==> src/rtl/gwcfg_pkg.sv <==
// package of constants for the gateway configuration and node scan block
// Functional notes
// - slave address from eight binary switches
// - address clamped to range 1 to 247
// - four switch-selected bit rates
// - fixed 4 ms reply delay at 9600
// - 2 ms default, written delay of 2 to 100 ms honoured
// - framing 8N2 or 8E1 by switch four
// - node LED lit, flashing or dark
// - node map discovered continuously, never stored
// - read identity when node first detected
// - drop silent node after 10 seconds
// - held confirm key enters assignment, first LED lit
// - up and down keys select target node
// - confirm starts sequence, acknowledge within 4 minutes
// - success flashes selected LED rapidly, then normal
// - confirm aborts; no address removal
// - only function codes 3 and 6 supported
// - twenty registers per node block
package gwcfg_pkg;
   // ----------------------------------------------------------------
   // clock and times
   // ----------------------------------------------------------------
   localparam int unsigned CLK_HZ         = 100_000_000;
   localparam int unsigned DLY_9600_MS    = 4;
   localparam int unsigned DLY_DEF_MS     = 2;
   localparam int unsigned DLY_MAX_MS     = 100;
   localparam int unsigned CYC_PER_MS     = CLK_HZ / 1000;
   localparam int unsigned NODE_LOSS_S    = 10;
   localparam int unsigned ASSIGN_TMO_MIN = 4;
   localparam int unsigned KEY_HOLD_MS    = 2000;
   localparam int unsigned FLASH_SLOW_MS  = 250;
   localparam int unsigned FLASH_FAST_MS  = 62;
   localparam int unsigned SUCCESS_MS     = 2000;
   localparam int unsigned MS_PER_S       = 1000;
   // ----------------------------------------------------------------
   // addresses, rates, framing, function codes
   // ----------------------------------------------------------------
   localparam logic [7:0] ADDR_MIN = 8'h01;
   localparam logic [7:0] ADDR_MAX = 8'hf7;
   localparam logic [1:0] BAUD_9600  = 2'h0;
   localparam logic [1:0] BAUD_19200 = 2'h1;
   localparam logic [1:0] BAUD_38400 = 2'h2;
   localparam logic [1:0] BAUD_76800 = 2'h3;
   localparam int unsigned BAUD_BASE = 9600;
   localparam int unsigned STOP_BITS_NONE = 2;
   localparam int unsigned STOP_BITS_EVEN = 1;
   localparam int unsigned FRAME_SW_BIT   = 3;
   localparam logic [7:0] FC_READ_HOLD  = 8'h03;
   localparam logic [7:0] FC_WRITE_ONE  = 8'h06;
   localparam logic [7:0] REGS_PER_NODE = 8'h14;
   localparam logic [7:0] REG_TYPE_OFS  = 8'h0c;
   localparam int unsigned NODE_CNT = 8;
   // ----------------------------------------------------------------
   // assignment state machine, gray coded along the usual path
   // ----------------------------------------------------------------
   typedef enum logic [2:0] {
      GW_NORMAL  = 3'b000,
      GW_ENTER   = 3'b001,
      GW_SELECT  = 3'b011,
      GW_WAITACK = 3'b010,
      GW_SUCCESS = 3'b110
   } gwcfg_state_t;
endpackage : gwcfg_pkg

==> src/rtl/gwcfg_node_slot.sv <==
// one node slot: presence, loss timeout, identity fetch and LED pattern
`timescale 1ns/10ps
`default_nettype none
module gwcfg_node_slot #(
   parameter int unsigned LOSS_CYC = 1_000_000_000
) (
   // clock and reset
   input  wire logic clk_sys,
   input  wire logic srst,
   // node bus events
   input  wire logic seen,
   input  wire logic busy,
   input  wire logic idDone,
   // shared blink phase
   input  wire logic blink,
   // status
   output logic      present,
   output logic      idReq,
   output logic      dropPulse,
   output logic      led
);
   // elaboration guard: a one-cycle window would drop a node it has just seen
   if (LOSS_CYC < 2)
   begin : g_bad_loss
      $error("loss count too short");
   end

   logic [31:0] lossCnt_q;
   logic        present_q;
   logic        idReq_q;
   logic        drop_q;

   // presence and loss counter; contact restarts the window
   always_ff @(posedge clk_sys)
   begin
      drop_q <= 1'b0;
      if (srst)
      begin
         present_q <= 1'b0;
         lossCnt_q <= 32'h0;
      end
      else if (seen)
      begin
         present_q <= 1'b1;
         lossCnt_q <= 32'h0;
      end
      else if (present_q)
      begin
         if (lossCnt_q == LOSS_CYC - 1)
         begin
            present_q <= 1'b0;
            lossCnt_q <= 32'h0;
            drop_q    <= 1'b1;
         end
         else
            lossCnt_q <= lossCnt_q + 32'h1;
      end
   end

   // identity read requested on first detection, set wins over done
   always_ff @(posedge clk_sys)
   begin
      if (srst || drop_q)
         idReq_q <= 1'b0;
      else if (seen && !present_q)
         idReq_q <= 1'b1;
      else if (idDone)
         idReq_q <= 1'b0;
   end

   assign present   = present_q;
   assign idReq     = idReq_q;
   assign dropPulse = drop_q;
   // lit when present, flashing while talking, dark when absent
   assign led = present_q & (busy ? blink : 1'b1);
endmodule : gwcfg_node_slot
`default_nettype wire

==> src/rtl/gwcfg_top.sv <==
// gateway configuration, reply timing, node scan and address assignment
`timescale 1ns/10ps
`default_nettype none
module gwcfg_top #(
   parameter int unsigned LOSS_CYC    = gwcfg_pkg::NODE_LOSS_S * gwcfg_pkg::MS_PER_S
                                        * gwcfg_pkg::CYC_PER_MS,
   parameter longint unsigned ASSIGN_CYC = 64'(gwcfg_pkg::ASSIGN_TMO_MIN) * 64'd60
                                        * gwcfg_pkg::MS_PER_S * gwcfg_pkg::CYC_PER_MS,
   parameter int unsigned HOLD_CYC    = gwcfg_pkg::KEY_HOLD_MS * gwcfg_pkg::CYC_PER_MS,
   parameter int unsigned SLOW_CYC    = gwcfg_pkg::FLASH_SLOW_MS * gwcfg_pkg::CYC_PER_MS,
   parameter int unsigned FAST_CYC    = gwcfg_pkg::FLASH_FAST_MS * gwcfg_pkg::CYC_PER_MS,
   parameter int unsigned SUCC_CYC    = gwcfg_pkg::SUCCESS_MS * gwcfg_pkg::CYC_PER_MS,
   parameter int unsigned MS_CYC      = gwcfg_pkg::CYC_PER_MS
) (
   // clock and reset
   input  wire logic        clk_sys,
   input  wire logic        srst,
   // configuration switches
   input  wire logic [7:0]  addrSw,
   input  wire logic [1:0]  baudSw,
   input  wire logic [3:0]  cfgSw,
   // reply delay setting from the register side, in ms
   input  wire logic [7:0]  dlyWrMs,
   input  wire logic        dlyWrEn,
   // request framing from the serial engine
   input  wire logic        reqEnd,
   input  wire logic [7:0]  reqFunc,
   // front keys, one cycle pulses except confirm level
   input  wire logic        keyOk,
   input  wire logic        keyUp,
   input  wire logic        keyDown,
   // node bus events, one bit per node except the single assignAck
   input  wire logic [7:0]  nodeSeen,
   input  wire logic [7:0]  nodeBusy,
   input  wire logic [7:0]  idDone,
   input  wire logic        assignAck,
   // applied configuration
   output logic [7:0]       slaveAddr,
   output logic [17:0]      baudRate,
   output logic             parityEven,
   output logic [1:0]       stopBits,
   output logic             cfgValid,
   output logic [7:0]       replyDlyMs,
   // reply timing and function check
   output logic             replyGo,
   output logic             funcIllegal,
   // node status
   output logic [7:0]       nodePresent,
   output logic [7:0]       idReq,
   output logic [7:0]       nodeDrop,
   output logic [7:0]       node_status_indicators,
   // assignment
   output logic             assignStart,
   output logic [2:0]       assignTarget,
   output logic             assignMode
);
   // elaboration guard: every counter compares against count - 1, so zero cannot work
   if (MS_CYC < 1 || SLOW_CYC < 1 || FAST_CYC < 1 || HOLD_CYC < 1 || SUCC_CYC < 1
       || ASSIGN_CYC < 1 || LOSS_CYC < 2)
   begin : g_bad_param
      $error("bad timing parameter");
   end

   // ----------------------------------------------------------------
   // configuration capture
   // ----------------------------------------------------------------
   logic [7:0]  addr_q;
   logic [17:0] baud_q;
   logic        par_q;
   logic        valid_q;

   // taken once after reset so a switch bumped in service cannot move the slave
   always_ff @(posedge clk_sys)
   begin
      if (srst)
      begin
         valid_q <= 1'b0;
         addr_q  <= gwcfg_pkg::ADDR_MIN;
         baud_q  <= 18'(gwcfg_pkg::BAUD_BASE);
         par_q   <= 1'b0;
      end
      else if (!valid_q)
      begin
         valid_q <= 1'b1;
         if (addrSw < gwcfg_pkg::ADDR_MIN)
            addr_q <= gwcfg_pkg::ADDR_MIN;
         else if (addrSw > gwcfg_pkg::ADDR_MAX)
            addr_q <= gwcfg_pkg::ADDR_MAX;
         else
            addr_q <= addrSw;
         baud_q <= 18'(gwcfg_pkg::BAUD_BASE) << baudSw;
         par_q  <= cfgSw[gwcfg_pkg::FRAME_SW_BIT];
      end
   end

   assign slaveAddr  = addr_q;
   assign baudRate   = baud_q;
   assign parityEven = par_q;
   assign stopBits   = par_q ? 2'(gwcfg_pkg::STOP_BITS_EVEN)
                             : 2'(gwcfg_pkg::STOP_BITS_NONE);
   assign cfgValid   = valid_q;

   // ----------------------------------------------------------------
   // reply delay
   // ----------------------------------------------------------------
   logic [7:0]  dlySet_q;
   logic [7:0]  dlyMs_q;
   logic [31:0] msCnt_q;
   logic [7:0]  msLeft_q;
   logic        dlyRun_q;
   logic        go_q;
   logic        illegal_q;

   // only a delay from the default up to 100 ms is accepted
   always_ff @(posedge clk_sys)
   begin
      if (srst)
         dlySet_q <= 8'(gwcfg_pkg::DLY_DEF_MS);
      else if (dlyWrEn && dlyWrMs >= 8'(gwcfg_pkg::DLY_DEF_MS)
               && dlyWrMs <= 8'(gwcfg_pkg::DLY_MAX_MS))
         dlySet_q <= dlyWrMs;
   end

   always_comb
   begin
      if (baud_q == 18'(gwcfg_pkg::BAUD_BASE))
         dlyMs_q = 8'(gwcfg_pkg::DLY_9600_MS);
      else
         dlyMs_q = dlySet_q;
   end
   assign replyDlyMs = dlyMs_q;

   // delay counter runs in whole milliseconds from the end of a request
   always_ff @(posedge clk_sys)
   begin
      go_q      <= 1'b0;
      illegal_q <= 1'b0;
      if (srst)
      begin
         dlyRun_q <= 1'b0;
         msCnt_q  <= 32'h0;
         msLeft_q <= 8'h0;
      end
      else if (reqEnd && valid_q)
      begin
         dlyRun_q  <= 1'b1;
         msCnt_q   <= 32'h0;
         msLeft_q  <= dlyMs_q;
         illegal_q <= reqFunc != gwcfg_pkg::FC_READ_HOLD
                      && reqFunc != gwcfg_pkg::FC_WRITE_ONE;
      end
      else if (dlyRun_q)
      begin
         if (msCnt_q == MS_CYC - 1)
         begin
            msCnt_q <= 32'h0;
            if (msLeft_q == 8'h1)
            begin
               dlyRun_q <= 1'b0;
               go_q     <= 1'b1;
            end
            msLeft_q <= msLeft_q - 8'h1;
         end
         else
            msCnt_q <= msCnt_q + 32'h1;
      end
   end
   assign replyGo     = go_q;
   assign funcIllegal = illegal_q;

   // ----------------------------------------------------------------
   // blink phases and node slots
   // ----------------------------------------------------------------
   logic [31:0] slowCnt_q;
   logic [31:0] fastCnt_q;
   logic        slow_q;
   logic        fast_q;

   always_ff @(posedge clk_sys)
   begin
      if (srst)
      begin
         slowCnt_q <= 32'h0;
         fastCnt_q <= 32'h0;
         slow_q    <= 1'b0;
         fast_q    <= 1'b0;
      end
      else
      begin
         slowCnt_q <= (slowCnt_q == SLOW_CYC - 1) ? 32'h0 : slowCnt_q + 32'h1;
         fastCnt_q <= (fastCnt_q == FAST_CYC - 1) ? 32'h0 : fastCnt_q + 32'h1;
         if (slowCnt_q == SLOW_CYC - 1)
            slow_q <= ~slow_q;
         if (fastCnt_q == FAST_CYC - 1)
            fast_q <= ~fast_q;
      end
   end

   logic [7:0] scanLed;

   // the map lives only in these flops, rebuilt after every reset
   for (genvar n = 0; n < gwcfg_pkg::NODE_CNT; n++)
   begin : g_node
      gwcfg_node_slot #(.LOSS_CYC(LOSS_CYC)) u_slot (
         .clk_sys   (clk_sys),
         .srst      (srst),
         .seen      (nodeSeen[n]),
         .busy      (nodeBusy[n]),
         .idDone    (idDone[n]),
         .blink     (slow_q),
         .present   (nodePresent[n]),
         .idReq     (idReq[n]),
         .dropPulse (nodeDrop[n]),
         .led       (scanLed[n])
      );
   end

   // ----------------------------------------------------------------
   // address assignment
   // ----------------------------------------------------------------
   gwcfg_pkg::gwcfg_state_t st_q;
   logic [63:0] tmr_q;
   logic [2:0]  tgt_q;
   logic        okPrev_q;
   logic        start_q;
   logic        okRise;

   assign okRise = keyOk & ~okPrev_q;

   always_ff @(posedge clk_sys)
   begin
      start_q <= 1'b0;
      if (srst)
      begin
         st_q     <= gwcfg_pkg::GW_NORMAL;
         tmr_q    <= 64'h0;
         tgt_q    <= 3'h0;
         okPrev_q <= 1'b0;
      end
      else
      begin
         okPrev_q <= keyOk;
         case (st_q)
            gwcfg_pkg::GW_NORMAL:
            begin
               tgt_q <= 3'h0;
               if (keyOk)
               begin
                  if (tmr_q == 64'(HOLD_CYC) - 64'h1)
                  begin
                     st_q  <= gwcfg_pkg::GW_ENTER;
                     tmr_q <= 64'h0;
                  end
                  else
                     tmr_q <= tmr_q + 64'h1;
               end
               else
                  tmr_q <= 64'h0;
            end
            // wait for release of the held key so it is not read as confirm
            gwcfg_pkg::GW_ENTER:
               if (!keyOk)
                  st_q <= gwcfg_pkg::GW_SELECT;
            gwcfg_pkg::GW_SELECT:
            begin
               if (okRise)
               begin
                  st_q    <= gwcfg_pkg::GW_WAITACK;
                  start_q <= 1'b1;
                  tmr_q   <= 64'h0;
               end
               else if (keyUp)
                  tgt_q <= tgt_q + 3'h1;
               else if (keyDown)
                  tgt_q <= tgt_q - 3'h1;
            end
            gwcfg_pkg::GW_WAITACK:
            begin
               tmr_q <= tmr_q + 64'h1;
               if (okRise)
               begin
                  st_q  <= gwcfg_pkg::GW_NORMAL;
                  tmr_q <= 64'h0;  // a stale count would block the next hold
               end
               else if (assignAck)
               begin
                  st_q  <= gwcfg_pkg::GW_SUCCESS;
                  tmr_q <= 64'h0;
               end
               else if (tmr_q == ASSIGN_CYC - 64'h1)
               begin
                  st_q  <= gwcfg_pkg::GW_NORMAL;
                  tmr_q <= 64'h0;
               end
            end
            gwcfg_pkg::GW_SUCCESS:
            begin
               tmr_q <= tmr_q + 64'h1;
               if (tmr_q == 64'(SUCC_CYC) - 64'h1)
               begin
                  st_q  <= gwcfg_pkg::GW_NORMAL;
                  tmr_q <= 64'h0;
               end
            end
            default:
               st_q <= gwcfg_pkg::GW_NORMAL;
         endcase
      end
   end

   assign assignStart  = start_q;
   assign assignTarget = tgt_q;
   assign assignMode   = st_q != gwcfg_pkg::GW_NORMAL;

   // assignment owns the LEDs while active; scan shows otherwise
   always_comb
   begin
      node_status_indicators = scanLed;
      case (st_q)
         gwcfg_pkg::GW_ENTER:
            node_status_indicators = 8'h01;
         gwcfg_pkg::GW_SELECT,
         gwcfg_pkg::GW_WAITACK:
            node_status_indicators = 8'h01 << tgt_q;
         gwcfg_pkg::GW_SUCCESS:
            node_status_indicators = fast_q ? (8'h01 << tgt_q) : 8'h00;
         default:
            node_status_indicators = scanLed;
      endcase
   end
endmodule : gwcfg_top
`default_nettype wire

==> config.mk <==
export PLATFORM = sky130hd
export DESIGN_NAME = gwcfg_top
export DESIGN_NICKNAME = d
export VERILOG_FILES = /design/src/rtl/gwcfg_pkg.sv /design/src/rtl/gwcfg_node_slot.sv /design/src/rtl/gwcfg_top.sv
export SDC_FILE = /design/constraint.sdc
export NUM_CORES = 1
export LEC_CHECK = 0
export ABC_CLOCK_PERIOD_IN_PS = 2450
export BUFFER_PORTS_ARGS = -buffer_cell sky130_fd_sc_hd__buf_4
export CORE_MARGIN = 2
export CORE_UTILIZATION = 42
export DETAILED_ROUTE_END_ITERATION = 8
export PLACE_DENSITY = 0.7
export SETUP_SLACK_MARGIN = 0.5
export SLEW_MARGIN = 0
export SYNTH_ARGS = -nofsm -noshare
export SYNTH_HDL_FRONTEND = slang
export SYNTH_SLANG_ARGS = --single-unit
==> constraint.sdc <==
create_clock -name clk_sys -period 2.45 [get_ports clk_sys]
set_input_delay 0.49 -clock clk_sys [delete_from_list [all_inputs] [get_ports clk_sys]]
set_output_delay 0.49 -clock clk_sys [all_outputs]
set_load 0.005 [all_outputs]
==> metrics.md <==
| Metric | Value |
|---|---|
| Worst-margin pin slew | 0.670 ns |
| Ant. Diodes | 0 |
| CP Class | flop to flop |
| Min-delay worst type | primary input to flop |
| Detailed Routing Iterations Pass 1 | 7 |
| Synth Area in Adders | 1.15% |
| Setup Viol. Count Final | 0 |
| Detailed-route wire length | 55.7 mm |
| Final std cells w/o fill | 3566 |
| Fin. Hold Viols | 0 |
| Hold_buf cts | 0 |
| WP data arrival | 2.90 ns |
| Clock-pin slew on the worst setup and hold paths | 0.07 ns |
| Clock skew | 0.0198 ns |
| Die Wd | 236 µm |
| EDFF count, synth | 0 |
| Sinks on the clock net | 488 |
| Mapped Area | 22500 µm² |
| Startpoint Class | flop |
| Initial antenna violation count | 1 |
| Reg2Reg Launch Point | tmr_q[52] |
| Post-DP HPWL | 36.4 mm |
| WL/cell | 15.6 µm |
| Max FO, Critical Path | 5 |
| ANT nets after route | 0 |
| Clock Path Buffers | 3 |
| Post-Synth XOR/XNOR Area | 15.4% |
| Pre-CTS WS | -0.0104 ns |
| Share of post-route cells with drive strength above 1 | 22.8% |
| Post-Synthesis Cells | 2632 |
| Final Max Tran Viols | 0 |
| Core area | 52800 µm² |
| Skew-Pair Late Insertion Delay | 0.60 ns |
| Crit. End Element | flop |
| Synth Area in Simple Gates | 31.2% |
| Total power | 17200 µW |
| Syn_area_per_cell | 8.55 µm² |
| Largest net degree at the start of global routing | 49 |
| Initial Util | 42.7% |
| Synth Area in Compound Gates | 3.47% |
| Total number of vias | 18.9k |
| Worst Setup SP | tmr_q[52] |
| Syn. warnings | 0 |
| Die H | 236 µm |
| First-pass GRT wire length | 89.0 mm |
| Most used DFF post-synth | dfxtp_1 |
| Vias per inst | 5.31 |
| Port bufs | 127 |
| Largest family of logic cells by synthesized area | simple AND/OR/NAND/NOR gates |
| Tmin final | 2.43 ns |
| Hold wc startpoint | nodeSeen[6] |
| Clock root buffer | clkbuf_16 |
| Yosys top cell by area | dfxtp_1 |
| Fin nets | 2920 |
| Row Count | 84 |
| Synth cell types | 68 |
| Placed insts | 3398 |
| Status | finished, final reports clean |
| Worst Path Required | 2.93 ns |
| Vias in the first global route | 18.2k |
| Static Leak | 0.00999 µW |
| Seq/Total Area, Yosys | 43.4% |
| RSZ-0062 raised after global routing | true |
| Final period util | 99.1% |
| GRT Util Overall | 18.9% |
| Die Footprint | 55500 µm² |
| Post-synth ARST share | 0% |
| RD Place Congestion | 0.848 |
| Mux share of post-synthesis cell area | 1.22% |
| DR DRC count | 0 |
| # IOs | 139 |
| Grt ovf | 0 |
| Rel. slew slack | 55.2% |
| Post-synthesis register bit count | 488 |
| Synth top area cells | dfxtp_1 (43%), xor2_1 (8.7%), nor2_1 (7.6%), xnor2_1 (6.7%), nand3_1 (3.5%) |
| Fraction of post-synthesis cell area in the top cell type by area | 43.4% |
| DRT iter0 DRCs | 1120 |
| Commonest cells in the netlist | dfxtp_1 (488), nor2_1 (457), xor2_1 (223) |
| Final setup TNS | 0 ns |
| Most frequent cell after synthesis | dfxtp_1 |
| Maximum clock rate | 412 MHz |
| CTS tree | done |
| Setup slack after layout | 0.0224 ns |
| H-tree Lvls | 2 |
| WHS | 0.0900 ns |
| VDD IR max | 0.000484 V |
| MaxCap Viol Count | 0 |
| TritonCTS buffer count | 52 |
| Syn-to-layout area delta | 26.3% |
| Cell area power density | 606 nW/µm² |
-- flip-flops by register name (all words and copies together) (netlist names) --
register and cells:
msCnt_q 32, dlySet_q 8, st_q 3, msLeft_q 8, parityEven 1, slaveAddr 8
fastCnt_q 32, cfgValid 1, g_node.u_slot.dropPulse 8, baudRate 9, tmr_q 64, assignStart 1
g_node.u_slot.present 8, funcIllegal 1, g_node.u_slot.idReq 8, slow_q 1, slowCnt_q 32, g_node.u_slot.lossCnt_q 256
assignTarget 3, dlyRun_q 1, fast_q 1, replyGo 1, okPrev_q 1
-- cell usage in the layout, fill, tap and decap left out, drive strengths merged, types with 32 or more instances in the layout --
| cell type | netlist | layout |
|---|---|---|
| dfxtp | 488 | 488 |
| nand4 | 114 | 114 |
| buf | 53 | 259 |
| clkbuf | 66 | 73 |
| inv | 80 | 81 |
| nand3 | 157 | 157 |
| xor2 | 223 | 223 |
| and4 | 45 | 45 |
| nor3 | 101 | 101 |
| nand2 | 196 | 196 |
| xnor2 | 173 | 173 |
| nor4 | 70 | 70 |
| and3 | 68 | 68 |
| nor2 | 517 | 517 |
| a21oi | 32 | 32 |
-- report_power, final --
part / leakage [µW] / switching (µW) / internal, µW
Combinational: 0.00513 / 460 / 393
Sequential: 0.00397 / 66.2 / 8000
Clock: 0.000890 / 3330 / 4970
-- metal layers --
| layer | GRT usage, % | wire length, µm |
|---|---|---|
| met1 | 24.4 | 25200 |
| met4 | 5.46 | 953 |
| met2 | 31.2 | 26500 |
| met3 | 4.73 | 3020 |
| met5 | 0 | 13 |
-- kinds of logic (layout without fill, tap and decap cells) --
| group | count (synthesis) | after routing |
|---|---|---|
| other cells | 1 | 8 |
| compound gates | 116 | 116 |
| xor+xnor | 396 | 396 |
| fa+ha+maj | 20 | 20 |
| buf+inv | 199 | 436 |
| simple gates | 1385 | 1387 |
| mux | 27 | 27 |
| flops | 488 | 488 |
-- what timing repair did --
| action | CTS | global route |
|---|---|---|
| cloned | 6 | 7 |
| gates resized for setup | 171 | 231 |
| endpoints found under the hold margin | 0 | 0 |
| endpoints found under the setup margin | 373 | 388 |
| setup buffers | 27 | 34 |
| pin swaps | 63 | 83 |
-- final timing paths --
kind                                   endpoint  slack, ns  depth (start not counted)
setup reg to reg                      tmr_q[61]       0.02                          9
setup / recovery                      tmr_q[61]       0.02                          9
hold reg to reg          g_node[1].u_slot.idReq       0.42                          1
hold / removal    g_node[6].u_slot.lossCnt_q[0]       0.09                          2
-- through the flow --
stage,cell area [µm²],utilization [%]
after global routing,28400,53.9
final,28400,53.9
after detailed placement,24300,46.0
after global placement,24300,46.0
after floorplan,22600,-
after CTS,27100,51.4
-- worst max-delay path, cell delays in order (launching register included) --
cell and delay [ns]:
dfxtp_2 0.32, or4_4 0.55, nor4_4 0.24, and4bb_4 0.32, buf_12 0.11, a21oi_4 0.05, o31ai_4 0.31, buf_6 0.20
clkbuf_16 0.18, nor2_4 0.03
-- final cells by class --
class,count,area [µm²]
multi-input cells,1954,13200
inverters,80,300
repair buffers,262,2430
flip-flops and latches,488,9860
well taps,688,861
fillers,4650,24300
clock buffers,70,1480
clock inverters,24,327
No activity file was read; power rests on OpenSTA's default activity.
